<file path="src/inc/tagprog_pkg.sv">
// Constants and types shared by the tag programmer command interpreter.
package tagprog_pkg;
   localparam int CLK_HZ = 100_000_000;
   localparam int BAUD_RATE = 9600;
   localparam int BIT_CYCLES = CLK_HZ / BAUD_RATE;
   localparam int FLASH_TIME_MS = 2000;
   localparam int FLASH_HALF_MS = 250;
   localparam int FLASH_CYCLES = (CLK_HZ / 1000) * FLASH_TIME_MS;
   localparam int FLASH_HALF_CYCLES = (CLK_HZ / 1000) * FLASH_HALF_MS;
   localparam int ARRAY_BYTES = 20;
   localparam int ARRAY_BITS = 154;
   localparam logic [4:0] LAST_IDX = 5'd19;
   localparam logic [7:0] DUMMY_MASK = 8'hfc;
   localparam logic [7:0] ARRAY_RESET = 8'hff;
   localparam logic [7:0] CHAR_PROGRAM = 8'h50;
   localparam logic [7:0] CHAR_ERASE = 8'h45;
   localparam logic [7:0] CHAR_READ = 8'h52;
   localparam logic [7:0] CHAR_DOWNLOAD = 8'h44;
   localparam logic [7:0] CHAR_UPLOAD = 8'h55;
   localparam logic [7:0] CHAR_SPACE = 8'h20;
   localparam logic [7:0] CHAR_YES = 8'h59;
   localparam logic [7:0] CHAR_NO = 8'h4e;
   localparam logic [7:0] CHAR_ERROR = 8'h65;
   localparam int BUF_DEPTH = 2;
   typedef enum logic [1:0] {
      OP_ERASE = 2'b00,
      OP_PROGRAM = 2'b01,
      OP_READ = 2'b10
   } tag_op_t;
endpackage

</file>
<file path="src/inc/byte_stream_if.sv">
// Valid/ready byte stream between the interpreter and its transmit buffer.
`timescale 1ns/100ps
interface byte_stream_if #(parameter int WIDTH = 8);
   logic valid;
   logic ready;
   logic [WIDTH-1:0] data;
   modport source (output valid, output data, input ready);
   modport sink (input valid, input data, output ready);
endinterface

</file>
<file path="src/hdl/byte_buffer.sv">
// Small valid/ready FIFO that decouples reply bytes from the serial sender.
`timescale 1ns/100ps
module byte_buffer #(
   parameter int WIDTH = 8,
   parameter int DEPTH = 2
) (
   input wire logic clk,
   input wire logic sys_rst,
   byte_stream_if.sink fill,
   byte_stream_if.source drain
);
   localparam int AW = (DEPTH > 1) ? $clog2(DEPTH) : 1;
   localparam int CW = $clog2(DEPTH + 1);
   logic [WIDTH-1:0] mem [DEPTH];
   logic [AW-1:0] wr_ptr, next_wr_ptr, rd_ptr, next_rd_ptr;
   logic [CW-1:0] count, next_count;
   logic push, pop;

   assign fill.ready = (count != CW'(DEPTH));
   assign drain.valid = (count != '0);
   assign drain.data = mem[rd_ptr];

   function automatic logic [AW-1:0] bump(input logic [AW-1:0] p);
      bump = (p == AW'(DEPTH - 1)) ? '0 : AW'(p + 1'b1);
   endfunction

   always_comb begin
      push = fill.valid && fill.ready;
      pop = drain.valid && drain.ready;
      next_wr_ptr = push ? bump(wr_ptr) : wr_ptr;
      next_rd_ptr = pop ? bump(rd_ptr) : rd_ptr;
      next_count = count;
      if (push && !pop) begin
         next_count = CW'(count + 1'b1);
      end else if (pop && !push) begin
         next_count = CW'(count - 1'b1);
      end
   end

   always_ff @(posedge clk or posedge sys_rst) begin
      if (sys_rst) begin
         wr_ptr <= '0;
         rd_ptr <= '0;
         count <= '0;
      end else begin
         wr_ptr <= next_wr_ptr;
         rd_ptr <= next_rd_ptr;
         count <= next_count;
      end
   end

   // Storage carries no reset; only words counted as present are read.
   always_ff @(posedge clk) begin
      if (push) begin
         mem[wr_ptr] <= fill.data;
      end
   end
endmodule

</file>
<file path="src/hdl/tag_programmer_command_interpreter.sv">
// Serial command interpreter for a contact programmer of a passive tag.
//
// Overview of operation
// - 'P' programs the tag from the array, then replies 'Y' or 'N'.
// - Busy rises when a known command starts and falls when it completes.
// - 'E' erases the tag, then replies 'Y' or 'N'.
// - Erase leaves every tag bit at one; programming clears chosen bits.
// - 'R' reads the tag into the array, then replies 'R'.
// - After 'D', exactly 20 bytes load the array, then busy falls.
// - Each downloaded byte is echoed back to the host.
// - After 'U', a space starts sending the 20 array bytes, then busy falls.
// - The array holds 154 bits in 20 bytes; byte 20 holds bits 152, 153.
// - The six unused bits of byte 20 are ones.
// - The link runs 9600 baud, eight data bits, no parity, one stop bit.
// - Unknown command bytes return 'e' and flash busy for two seconds.
`timescale 1ns/100ps
module tag_programmer_command_interpreter #(
   parameter int BIT_TIME = tagprog_pkg::BIT_CYCLES,
   parameter int FLASH_TIME = tagprog_pkg::FLASH_CYCLES,
   parameter int FLASH_HALF = tagprog_pkg::FLASH_HALF_CYCLES
) (
   input wire logic clk,
   input wire logic sys_rst,
   input wire logic rx_line,
   output logic tx_line,
   output logic busy,
   output logic tag_start,
   output tagprog_pkg::tag_op_t tag_op,
   output logic [tagprog_pkg::ARRAY_BITS-1:0] tag_wdata,
   input wire logic tag_done,
   input wire logic tag_ok,
   input wire logic [tagprog_pkg::ARRAY_BITS-1:0] tag_rdata
);
   import tagprog_pkg::*;

   // Receiver: two-stage synchroniser, then mid-bit sampling.
   typedef enum logic [1:0] {
      RX_IDLE = 2'b00,
      RX_START = 2'b01,
      RX_DATA = 2'b10,
      RX_STOP = 2'b11
   } rx_state_t;
   rx_state_t rx_state, next_rx_state;
   logic rx_meta, rx_sync;
   logic [31:0] rx_cnt, next_rx_cnt;
   logic [2:0] rx_bit, next_rx_bit;
   logic [7:0] rx_shift, next_rx_shift;
   logic rx_valid, next_rx_valid;

   always_comb begin
      next_rx_state = rx_state;
      next_rx_cnt = rx_cnt + 32'd1;
      next_rx_bit = rx_bit;
      next_rx_shift = rx_shift;
      next_rx_valid = 1'b0;
      unique case (rx_state)
         RX_IDLE: begin
            next_rx_cnt = '0;
            if (!rx_sync) begin
               next_rx_state = RX_START;
            end
         end
         RX_START: begin
            if (rx_cnt == 32'(BIT_TIME / 2 - 1)) begin
               next_rx_cnt = '0;
               next_rx_bit = '0;
               next_rx_state = rx_sync ? RX_IDLE : RX_DATA;
            end
         end
         RX_DATA: begin
            if (rx_cnt == 32'(BIT_TIME - 1)) begin
               next_rx_cnt = '0;
               next_rx_shift = {rx_sync, rx_shift[7:1]};
               next_rx_bit = 3'(rx_bit + 3'd1);
               if (rx_bit == 3'd7) begin
                  next_rx_state = RX_STOP;
               end
            end
         end
         RX_STOP: begin
            if (rx_cnt == 32'(BIT_TIME - 1)) begin
               // A missing stop bit drops the byte as a framing error.
               next_rx_valid = rx_sync;
               next_rx_state = RX_IDLE;
            end
         end
      endcase
   end

   always_ff @(posedge clk or posedge sys_rst) begin
      if (sys_rst) begin
         rx_meta <= 1'b1;
         rx_sync <= 1'b1;
         rx_state <= RX_IDLE;
         rx_cnt <= '0;
         rx_bit <= '0;
         rx_shift <= '0;
         rx_valid <= 1'b0;
      end else begin
         rx_meta <= rx_line;
         rx_sync <= rx_meta;
         rx_state <= next_rx_state;
         rx_cnt <= next_rx_cnt;
         rx_bit <= next_rx_bit;
         rx_shift <= next_rx_shift;
         rx_valid <= next_rx_valid;
      end
   end

   // Reply bytes pass through a two-entry buffer to the sender.
   byte_stream_if #(.WIDTH(8)) reply_in ();
   byte_stream_if #(.WIDTH(8)) reply_out ();

   byte_buffer #(.WIDTH(8), .DEPTH(BUF_DEPTH)) reply_buf (
      .clk(clk),
      .sys_rst(sys_rst),
      .fill(reply_in),
      .drain(reply_out)
   );

   // Transmitter: start bit, eight data bits LSB first, one stop bit.
   logic [9:0] tx_shift, next_tx_shift;
   logic [3:0] tx_left, next_tx_left;
   logic [31:0] tx_cnt, next_tx_cnt;
   logic next_tx_line;

   always_comb begin
      next_tx_shift = tx_shift;
      next_tx_left = tx_left;
      next_tx_cnt = tx_cnt;
      next_tx_line = tx_line;
      reply_out.ready = 1'b0;
      if (tx_left == 4'd0) begin
         next_tx_line = 1'b1;
         if (reply_out.valid) begin
            reply_out.ready = 1'b1;
            next_tx_shift = {1'b1, reply_out.data, 1'b0};
            next_tx_left = 4'd10;
            next_tx_cnt = '0;
         end
      end else if (tx_cnt == 32'd0) begin
         next_tx_line = tx_shift[0];
         next_tx_shift = {1'b1, tx_shift[9:1]};
         next_tx_cnt = 32'd1;
      end else if (tx_cnt == 32'(BIT_TIME - 1)) begin
         next_tx_cnt = '0;
         next_tx_left = 4'(tx_left - 4'd1);
      end else begin
         next_tx_cnt = tx_cnt + 32'd1;
      end
   end

   always_ff @(posedge clk or posedge sys_rst) begin
      if (sys_rst) begin
         tx_shift <= '1;
         tx_left <= '0;
         tx_cnt <= '0;
         tx_line <= 1'b1;
      end else begin
         tx_shift <= next_tx_shift;
         tx_left <= next_tx_left;
         tx_cnt <= next_tx_cnt;
         tx_line <= next_tx_line;
      end
   end

   // Command engine.
   typedef enum logic [2:0] {
      ST_IDLE = 3'b000,
      ST_TAG = 3'b001,
      ST_LOAD = 3'b010,
      ST_SPACE = 3'b011,
      ST_SEND = 3'b100,
      ST_REPLY = 3'b101,
      ST_FLASH = 3'b110
   } state_t;
   state_t state, next_state;
   logic [7:0] arr [ARRAY_BYTES];
   logic [7:0] next_arr [ARRAY_BYTES];
   logic [4:0] idx, next_idx;
   logic [7:0] reply, next_reply;
   logic push_valid, next_push_valid;
   logic [7:0] push_data, next_push_data;
   logic next_busy, next_tag_start;
   tag_op_t next_tag_op;
   logic [ARRAY_BITS-1:0] next_tag_wdata;
   logic [31:0] flash_cnt, next_flash_cnt, half_cnt, next_half_cnt;

   assign reply_in.valid = push_valid;
   assign reply_in.data = push_data;

   // Byte i bit j of the array is tag bit 8*i+j.
   function automatic logic [ARRAY_BITS-1:0] pack_bits(
      input logic [7:0] a [ARRAY_BYTES]);
      logic [8*ARRAY_BYTES-1:0] flat;
      flat = '0;
      for (int i = 0; i < ARRAY_BYTES; i++) begin
         flat[8*i +: 8] = a[i];
      end
      pack_bits = flat[ARRAY_BITS-1:0];
   endfunction

   always_comb begin
      logic free;
      free = !push_valid || reply_in.ready;
      next_state = state;
      next_arr = arr;
      next_idx = idx;
      next_reply = reply;
      next_push_valid = free ? 1'b0 : push_valid;
      next_push_data = push_data;
      next_busy = busy;
      next_tag_start = 1'b0;
      next_tag_op = tag_op;
      next_tag_wdata = tag_wdata;
      next_flash_cnt = flash_cnt;
      next_half_cnt = half_cnt;
      unique case (state)
         ST_IDLE: begin
            if (rx_valid) begin
               next_busy = 1'b1;
               next_state = ST_TAG;
               next_idx = '0;
               unique case (rx_shift)
                  CHAR_PROGRAM: begin
                     next_tag_start = 1'b1;
                     next_tag_op = OP_PROGRAM;
                     next_tag_wdata = pack_bits(arr);
                  end
                  CHAR_ERASE: begin
                     next_tag_start = 1'b1;
                     next_tag_op = OP_ERASE;
                     next_tag_wdata = '1;
                  end
                  CHAR_READ: begin
                     next_tag_start = 1'b1;
                     next_tag_op = OP_READ;
                  end
                  CHAR_DOWNLOAD: next_state = ST_LOAD;
                  CHAR_UPLOAD: next_state = ST_SPACE;
                  default: begin
                     next_reply = CHAR_ERROR;
                     next_state = ST_REPLY;
                     next_flash_cnt = '0;
                     next_half_cnt = '0;
                  end
               endcase
            end
         end
         ST_TAG: begin
            // Serial bytes arriving here are dropped.
            if (tag_done) begin
               next_busy = 1'b0;
               next_state = ST_REPLY;
               if (tag_op == OP_READ) begin
                  for (int i = 0; i < ARRAY_BYTES; i++) begin
                     next_arr[i] = 8'(tag_rdata >> (8 * i));
                  end
                  next_arr[LAST_IDX] = {DUMMY_MASK[7:2],
                     tag_rdata[ARRAY_BITS-1:ARRAY_BITS-2]};
                  next_reply = CHAR_READ;
               end else begin
                  next_reply = tag_ok ? CHAR_YES : CHAR_NO;
               end
            end
         end
         ST_LOAD: begin
            if (rx_valid) begin
               next_arr[idx] = (idx == LAST_IDX) ?
                  (rx_shift | DUMMY_MASK) : rx_shift;
               next_push_valid = 1'b1;
               next_push_data = rx_shift;
               next_idx = 5'(idx + 5'd1);
               if (idx == LAST_IDX) begin
                  next_busy = 1'b0;
                  next_state = ST_IDLE;
               end
            end
         end
         ST_SPACE: begin
            if (rx_valid && rx_shift == CHAR_SPACE) begin
               next_state = ST_SEND;
            end
         end
         ST_SEND: begin
            if (free) begin
               next_push_valid = 1'b1;
               next_push_data = arr[idx];
               next_idx = 5'(idx + 5'd1);
               if (idx == LAST_IDX) begin
                  next_busy = 1'b0;
                  next_state = ST_IDLE;
               end
            end
         end
         ST_REPLY: begin
            if (free) begin
               next_push_valid = 1'b1;
               next_push_data = reply;
               next_state = (reply == CHAR_ERROR) ? ST_FLASH : ST_IDLE;
            end
         end
         ST_FLASH: begin
            next_flash_cnt = flash_cnt + 32'd1;
            next_half_cnt = half_cnt + 32'd1;
            if (half_cnt == 32'(FLASH_HALF - 1)) begin
               next_half_cnt = '0;
               next_busy = !busy;
            end
            if (flash_cnt == 32'(FLASH_TIME - 1)) begin
               next_busy = 1'b0;
               next_state = ST_IDLE;
            end
         end
         default: next_state = ST_IDLE;
      endcase
   end

   always_ff @(posedge clk or posedge sys_rst) begin
      if (sys_rst) begin
         state <= ST_IDLE;
         for (int i = 0; i < ARRAY_BYTES; i++) begin
            arr[i] <= ARRAY_RESET;
         end
         idx <= '0;
         reply <= '0;
         push_valid <= 1'b0;
         push_data <= '0;
         busy <= 1'b0;
         tag_start <= 1'b0;
         tag_op <= OP_ERASE;
         tag_wdata <= '1;
         flash_cnt <= '0;
         half_cnt <= '0;
      end else begin
         state <= next_state;
         arr <= next_arr;
         idx <= next_idx;
         reply <= next_reply;
         push_valid <= next_push_valid;
         push_data <= next_push_data;
         busy <= next_busy;
         tag_start <= next_tag_start;
         tag_op <= next_tag_op;
         tag_wdata <= next_tag_wdata;
         flash_cnt <= next_flash_cnt;
         half_cnt <= next_half_cnt;
      end
   end
endmodule

</file>
<file path="config.mk">
export PLATFORM = sky130hd
export DESIGN_NAME = tag_programmer_command_interpreter
export DESIGN_NICKNAME = d
export VERILOG_FILES = /design/src/inc/tagprog_pkg.sv /design/src/inc/byte_stream_if.sv /design/src/hdl/byte_buffer.sv /design/src/hdl/tag_programmer_command_interpreter.sv
export SDC_FILE = /design/constraint.sdc
export NUM_CORES = 1
export LEC_CHECK = 0
export BUFFER_PORTS_ARGS = -buffer_cell sky130_fd_sc_hd__buf_2
export CAP_MARGIN = 30
export CORE_UTILIZATION = 40
export CTS_CLUSTER_DIAMETER = 80
export DETAILED_ROUTE_END_ITERATION = 7
export GPL_ROUTABILITY_DRIVEN = 0
export PLACE_DENSITY = 0.65
export SYNTH_ARGS = -nofsm -noshare
export SYNTH_HDL_FRONTEND = slang
export SYNTH_SLANG_ARGS = --single-unit
</file>
<file path="constraint.sdc">
create_clock -name clk -period 21.5 [get_ports clk]
set_input_delay 3.225 -clock clk [delete_from_list [all_inputs] [get_ports clk]]
set_output_delay 3.225 -clock clk [all_outputs]
set_load 0.1 [all_outputs]
</file>
After elaboration in Yosys (flattened, before gate mapping)
Memories as Yosys holds them, arrays and structs flattened.
Index checks and enable logic that the tools add are counted.
{ "word_totals": {"register_bits": 506, "mem_bits_rw": 16, "input_bits": 159, "memories": 1} }
{ "mem_list": {"columns": ["name", "words", "width", "rd", "rd_clocked_by_memory_dff", "wr", "line_no", "source"], "rows": [
  ["reply_buf.mem", 2, 8, 1, 0, 1, "byte_buffer.sv:14", "logic [WIDTH-1:0] mem [DEPTH];"]
]} }
{ "op_classes": {"add_sub_neg": 11, "magnitude_cmp": 2, "eq_ne": 42, "muxes": 94, "n_bitwise": 1, "reduce_logical": 45} }
{ "op_table": {"columns": ["cell", "n"], "rows": [
  ["$mux 160", 3],
  ["$pmux 160 s2", 1],
  ["$pmux 154 s2", 1],
  ["$mux 32", 9],
  ["$bwmux 160", 1],
  ["$add 32x1->32 const B", 4],
  ["$pmux 32 s2", 2],
  ["$pmux 32 s3", 1],
  ["$mux 8", 10],
  ["$eq 32x14->1 const B", 2],
  ["$eq 8x7->1 const B", 6],
  ["$bmux 8 s5", 1],
  ["$demux 8 s5", 1],
  ["$mux 3", 11],
  ["$eq 32x13->1 const B", 1],
  ["$eq 32x25->1 const B", 1],
  ["$eq 32x28->1 const B", 1],
  ["$logic_not 32->1", 1],
  ["$ne 2x2->1 const B", 16],
  ["$mux 10", 3],
  ["$mux 5", 5],
  ["$pmux 8 s3", 1],
  ["$mux 1", 23],
  ["$pmux 3 s7", 1],
  ["46 further kinds", 89]
]} }

Depth between registers and ports, before layout
Gate-level depths: netlist (run 1).
{ "logic_depth": {"ltp_word": 8, "depth_mapped": 10, "ltp_nobuf": 9} }

Cells and area by module
A second synthesis (run 1) with hierarchy kept.
{ "hier_totals": {"cells_unflattened": 2581, "hier_area_um2": 25674.6} }
{ "modules_own_cells": {"columns": ["mod", "n_inst", "cells_per_inst", "area_per_inst_um2", "seq_area_each_um2"], "rows": [
  ["tag_programmer_command_interpreter", 1, 2537, 24883.9, 12919.9],
  ["byte_buffer", 1, 44, 790.8, 580.6]
]} }

Least setup slack after synthesis (run 1)
No wires, ideal clock.
{ "synth_path": {"path_kind": "in2reg", "start": "in tag_done", "end": "reg arr[100] (netlist name)", "arrival_time_ns": 4.397, "required_ns": 21.413, "setup_slack_ns": 17.016, "path_stages": 8, "path_buffers": 3, "path_cell_list": "nand2_1 nor3_1 a31oi_1 or2_2 buf_2 clkbuf_1 clkbuf_1 o2bb2ai_1"} }
{ "synth_via": {"elab_chain_cells": 2} }
{ "synth_lines": {"columns": ["element", "line_no", "source"], "rows": [
  ["start: declaration", "tag_programmer_command_interpreter.sv:30", "input wire logic tag_done,"],
  ["$ne 2x2->1 (no line)", null, null],
  ["$reduce_and 4->1 (no line)", null, null],
  ["end signal: assignment", "tag_programmer_command_interpreter.sv:337", "arr <= next_arr;"],
  ["end: declaration", "tag_programmer_command_interpreter.sv:178", "logic [7:0] arr [ARRAY_BYTES];"]
]} }
No other way between the ends.
A chain may end at the register's enable or synchronous reset.

Worst setup path in the final report (run 1)
{ "layout_path": {"start": "in tag_done", "end": "reg arr[3] (netlist name)"} }
The elaborated chain is that of the path after synthesis.

==> impl_results.md, run 1 <==
- Worst setup EP type: register
- Compound-Gate Fraction of Synth Area: between 15 and 20%
- Worst R2R End: tag_wdata[27]
- Most frequent cells in the layout: nor2_1, dfstp_2, buf_2
- Setup TNS: 0 ns
- Pwr/cell area: 68.09 nW/um^2
- Syn nets: about 2700
- Crit-path max FO: 74
- GRT Util Overall: 24.65%
- TritonCTS clock tree: built
- Crit path capture: arr[3]
- CTS H-tree depth: 2
- Final Max Slew Viols: 0
- Flop2flop setup slack: 17.23 ns
- Insertion delay to the later sink of the worst-skew pair: 0.64 ns
- Crit. Startpoint: tag_done
- First-pass GRT wire length: 124.2 mm
- Num CTS Buffers: 56
- Dominant synthesized flop cell: dfstp_2
- Final nets: 2953
- Starting Density: 40.60%
- Sink Count: 520
- Post-synth EDFFs: 16
- Unrepaired setup endpoints after global routing: false
- Fin cells: between 3000 and 4000
- TritonRoute pass-1 iters: 6
- Async set-reset flop share out of synthesis: just under 100%
- Final wirelength: around 81 mm
- Max layer used: met5
- Synth Area in XOR/XNOR: 2.048%
- Worst reg2reg path depth: 8
- Die height: 255.3 um
- Via count: 21630
- Tot Pwr: 0.002031 W
- IO Pins: 318
- Fmax: 185.3 MHz
- Setup violators final: 0
- # DRC: 0
- Final period utilization: 25.10%
- Die width: 255.3 um
- IR Drop Worst-Case VDD: 0.00006407 V
- Worst EP required: 22.04 ns
- Largest area contributor in the netlist: dfstp_2
- CORE AREA: 63200 um^2
- Synth cell types: 81
- Post-synthesis sequential area ratio: 52.61%
- Setup Skew: 0.04056 ns
- Maximum clock insertion buffer count: 3
- Die ar.: 65170 um^2
- Multi-input logic area: about 11000 um^2
- Routed len/inst: 21.98 um
- Post-synthesis mux area share: 4.974%
- CP arrival: 5.94 ns
- Largest family of logic cells by synthesized area: compound AO/OA/AOI/OAI gates
- Leak: ~12 nW
- FF/Latch Area: ~14000 um^2
- Syn Inst Count: 2552
- Yosys reg bits: between 500 and 600
- Area Overhead vs Synth: 16.26%
- Vias per cell: just under 6
- Metal-1 WL: about 33 mm
- Share of layout cells above drive strength 1: 30.79%
- Final hold vios: 0
- Initial antenna violation count: 15
- Post-Place Cells: 3568
- Fin crit period: 5.396 ns
- Final HPWL DP: 56.20 mm
- # fillers: 5809
- Largest net degree at the start of global routing: about 230
- Highest cell delay on the worst timing path: about 0.8 ns
- Critical R2R Launch: rx_shift[3]
- Synthesized cell area: about 26000 um^2
- Syn avg cell area: 10.05 um^2
- Relative slew slack: 20.59%
- Status: complete, no violations
- Routed Antenna Nets: 0
- Slowest cell on the critical path: buf_4
- CTS clk-pin slew, worst paths: roughly 0.060 ns
- Cell Rows: 92
- Clock root buffer: clkbuf_16
- Commonest non-fill, non-tap cell in the layout: nor2_1
- Largest cells by area after synthesis: dfstp_2, dfrtp_1, nor2_1
- Vias in the first global route: around 21000
- Hold crit path type: reg -> reg
- Adder-cell area share of the yosys netlist: 0.6339%
- MaxCap Viol Count: 0
- Worst-margin pin slew: 1.191 ns
- Routed wl met3: 6.286 mm
- Remaining global-route overflow: 0
- Post-synth top area share: about a third
- Simple-Gate Fraction of Synth Area: 16.45%
- Synth Warn #: 0
- PostCTS Resize Cnt: 0
- Startpoint types: primary input
- Initial drt markers: 2169
- Worst-path cell chain: buf_2, nand2_1, nor3_1, a31oi_1, or2_4, buf_4, a21oi_1, or2_2
- IO Port Bufs: ~320
- Crit Path Category: in -> reg
- WL met2: 37.22 mm
- # hold bufs at CTS: 0
- Number of setup buffers added after CTS: 0
-- state kept, by name, summed over array words and instances, names as in the netlist, 7 cells and up, named ones only --
register / cells
arr: 160
flash_cnt: 32
half_cnt: 32
push_data: 8
reply: 7
reply_buf.mem: 16
rx_cnt: 32
rx_shift: 8
tag_wdata: 154
tx_cnt: 32
tx_shift: 9
-- how the worst min path moves through the flow --
| stage | from | to | slack, ns | cells past startpoint |
|---|---|---|---|---|
| detailed placement | rx_meta | rx_sync | 0.37 | 0 |
| floorplan | rx_meta | rx_sync | 0.35 | 0 |
| CTS | rx_meta | rx_sync | 0.37 | 0 |
| global route | rx_meta | rx_sync | 0.38 | 0 |
| finish | rx_meta | rx_sync | 0.37 | 0 |
| global placement | rx_meta | rx_sync | 0.38 | 0 |
-- layout make-up --
type	instances	share of cell area, %
repair buffers	348	6.476
diodes	7	0.05872
inverters	38	0.5033
multi-input cells	1817	37.68
well taps	846	3.548
clock buffers	77	5.620
flip-flops and latches	520	45.26
clock inverters	29	0.8514
-- per-layer routing --
metal | vias to the layer above | track usage (%)
li1 | 9773 | -
met1 | 10720 | 33.03
met2 | 929 | 38.11
met3 | 199 | 5.197
met4 | 16 | 11.67
met5 | - | 0
-- synthesized netlist by cell type (16+ instances only) --
cell type / instances
nor2_1: 440
dfstp_2: 326
a21oi_1: 251
dfrtp_1: 178
nand2_1: 164
a22oi_1: 114
o2bb2ai_1: 114
clkbuf_1: 108
o21ai_0: 84
nand3_1: 63
o22ai_1: 51
buf_2: 43
a2bb2oi_1: 40
inv_1: 37
mux4_2: 35
xor2_1: 34
nor3_1: 28
a31oi_1: 27
and3_1: 27
xnor2_1: 26
nand4_1: 25
or3_1: 25
mux2i_1: 24
nand2b_1: 23
nor4_1: 18
mux2_2: 17
edfxtp_1: 16
o211ai_1: 16
-- logic make-up after synthesis --
group	Yosys count
mux	81
buf+inv	215
compound gates	756
flops	520
xor+xnor	60
fa+ha+maj	13
simple gates	907
-- critical path: cells and delay by family --
kind / cells / cell delay [ns]
AOI/OAI and AO/OA: 2 / 0.57
buffers and inverters: 2 / 0.90
and+or+nand+nor: 4 / 1.18
-- stage by stage --
stage                     hold slack [ns]  utilization [%]  setup slack (ns)  area [um^2]
after global placement             0.3762            43.91             15.58        27750
after detailed placement           0.3680            44.08             15.47        27860
after floorplan                    0.3452                -             4.741        25660
after global routing               0.3818            47.18             15.91        29820
final                              0.3748            47.20             16.10        29830
after CTS                          0.3713            47.13             16.14        29790
-- where the power goes --
| part | leakage [nW] | switching, W | total [W] | internal [W] |
|---|---|---|---|---|
| registers | 5.92 | 0.000000203 | 0.000986 | 0.000986 |
| logic | 5.12 | 0.0000278 | 0.0000390 | 0.0000112 |
| clock network | 0.976 | 0.000422 | 0.00101 | 0.000584 |
(Power assumes the default switching activity.)
==> run 2, diff against run 1 <==
Clock period 21.5 ns to 5.1 ns, I/O delays scaled along.
==> impl_results.md, run 2 (synthesis gave the netlist of run 1 again) <==
- Switching share of power: 22.22% (+0.052 points)
- Slowest cell on the critical path: and2_4
- FF/Latch Area: 13500 um^2 (unchanged)
- # hold bufs at CTS: 0 (unchanged)
- CTS H-tree depth: 2 (unchanged)
- Share of layout cells above drive strength 1: 30.95% (+0.16 points)
- Final period utilization: a little under three quarters
- Initial drt markers: 2179 (+0.46%)
- Comb pwr share: 2.0% (about the same)
- Num CTS Buffers: 55 (-1.8%)
- First-pass GRT wire length: 124.6 mm (+0.30%)
- IO Port Bufs: 317 (unchanged)
- Switch Pwr: 0.001915 W (+330%)
- Fmax: 276.8 MHz
- Final Max Slew Viols: 0 (unchanged)
- Worst setup EP type: register
- Crit-path max FO: 78 (+5.4%)
- Relative slew slack: 31.29% (+11 points)
- # DRC: 0 (unchanged)
- Startpoint types: register
- Int Pwr: 0.006706 W (+320%)
- Hold crit path type: in -> async
- Remaining global-route overflow: 0 (unchanged)
- TritonRoute pass-1 iters: 6 (unchanged)
- IR Drop Worst-Case VDD: 0.0002782 V (+330%)
- CP arrival: 4.16 ns (-1.78 ns)
- Setup violators final: 0 (unchanged)
- Clock Power Share: 49.8% (+0.3 points)
- Initial antenna violation count: 8 (-7)
- Leak: 12.03 nW (about the same)
- Vias in the first global route: 21260 (+1.5%)
- Insertion delay to the later sink of the worst-skew pair: 0.62 ns (-0.02 ns)
- Final HPWL DP: 57.46 mm (+2.2%)
- Routed len/inst: 22.09 um (+0.49%)
- Multi-input logic area: 11240 um^2 (unchanged)
- Clock root buffer: clkbuf_16
- Die width: 255.3 um (unchanged)
- CORE AREA: 63200 um^2 (unchanged)
- Final hold vios: 0 (unchanged)
- Top flop regs: arr (160), tag_wdata (154)
- MaxCap Viol Count: 0 (unchanged)
- Worst-path cell chain: or4b_1, nor3_1, and2_4, o21a_4, buf_4, nor2_1, a21oi_1
- Sequential Power Share: 48.2% (-0.3 points)
- Maximum clock insertion buffer count: 3 (unchanged)
- Die height: 255.3 um (unchanged)
- Final nets: 2959 (+0.20%)
- Setup ws final: 1.487 ns (-14.62 ns)
- Worst EP required: 5.64 ns (-16.40 ns)
- Largest net degree at the start of global routing: 133 (-42%)
- Area Overhead vs Synth: 16.53%
- Tot Pwr: 0.008621 W (+320%)
- Largest register FFs: 160 (unchanged)
- Worst R2R End: tag_wdata[68]
- Vias per cell: 5.880 (about the same)
- Worst-margin pin slew: 1.031 ns (-0.1606 ns)
- # fillers: 5854 (+0.77%)
- Starting Density: 40.60% (unchanged)
- Routed Antenna Nets: 0 (unchanged)
- GRT Util Overall: 24.70% (+0.047 points)
- Sink Count: 520 (unchanged)
- Commonest non-fill, non-tap cell in the layout: nor2_1
- Final wirelength: 81.42 mm (+0.60%)
- Critical R2R Launch: rx_shift[3]
- IO Pins: 318 (unchanged)
- Worst reg2reg path depth: 7 (-1)
- Flop2flop setup slack: 1.49 ns (-15.74 ns)
- Crit Path Category: reg -> reg
- Highest cell delay on the worst timing path: 0.78 ns (about the same)
- PostCTS Resize Cnt: 0 (unchanged)
- Setup Skew: 0.01998 ns (-0.02058 ns)
- Biggest register: arr
- Pwr/cell area: 288.3 nW/um^2 (+320%)
- Status: complete, no violations
- Via count: 21670 (+0.19%)
- Most frequent cells in the layout: nor2_1, dfstp_2, buf_2
- Fin crit period: 3.613 ns
- Dpl ws: 1.494 ns (-13.98 ns)
- Unrepaired setup endpoints after global routing: false
- Die ar.: 65170 um^2 (unchanged)
- CP delay by family, top: simple AND/OR/NAND/NOR gates
- CTS clk-pin slew, worst paths: 0.06 ns (about the same)
- TritonCTS clock tree: built
- Cell Rows: 92 (unchanged)
- Number of setup buffers added after CTS: 0 (unchanged)
- Bufs and invs on worst path: 1 (-1)
## run 2: area by class of cell
type	instances	area share, %
Clock buffer	75	5.545
Antenna cell	6	0.05022
Timing Repair Buffer	355	6.616
Inverter	38	0.4896
Sequential cell	520	45.16
Tap cell	846	3.540
Clock inverter	29	1.008
Multi-Input combinational cell	1817	37.59
## run 2: metal layers
layer	vias to the layer above	global-route usage, %	wire length (um)	share of wire [%]
li1	9778	-	-	-
met1	10840	33.34	33840	42
met2	859	38.49	37850	46
met3	187	5.065	6143	7.5
met4	6	10.64	3537	4.3
met5	-	0	38	0.047
## run 2: worst max-delay path by stage
stage | start | to | slack, ns | cells past startpoint
CTS | rx_shift[3] | tag_wdata[4] | 1.48 | 7
finish | rx_shift[3] | tag_wdata[68] | 1.49 | 7
detailed placement | rx_shift[3] | tag_wdata[67] | 1.49 | 7
global route | rx_shift[3] | tag_wdata[76] | 1.23 | 7
floorplan | sys_rst | async pin | -2.24 | 1
global placement | rx_shift[3] | tag_wdata[74] | 1.62 | 7
## run 2: worst register-to-register path, cell delays in order, from the launching register on
cell and delay [ns]:
dfrtp_1 0.44, or4b_1 0.56, nor3_1 0.24, and2_4 0.78
o21a_4 0.76, buf_4 0.53, nor2_1 0.08, a21oi_1 0.16
## run 2: per-stage QoR
| step | TNS (ns) | hold WS [ns] | area, um^2 | std cells | utilization [%] |
|---|---|---|---|---|---|
| 6_report | 0 | 0.09087 | 29900 | 3686 | 47.31 |
| 5_1_grt | 0 | 0.07003 | 29890 | 3681 | 47.29 |
| 4_1_cts | 0 | 0.06785 | 29870 | 3679 | 47.27 |
| 3_5_place_dp | 0 | 0.3504 | 27910 | 3575 | 44.17 |
| 3_3_place_gp | 0 | 0.3508 | 27860 | 3573 | 44.08 |
| 2_1_floorplan | -531.55 | 0.3452 | 25660 | 2552 | - |
## run 2: power by group through the flow
stage / Clock (W) / Combinational [W] / Sequential, W
floorplan: 0 / 0.0000572 / 0.00422
global placement: 0 / 0.000175 / 0.00422
detailed placement: 0 / 0.000175 / 0.00422
CTS: 0.00436 / 0.000176 / 0.00416
global route: 0.00452 / 0.000189 / 0.00415
finish: 0.00429 / 0.000172 / 0.00416
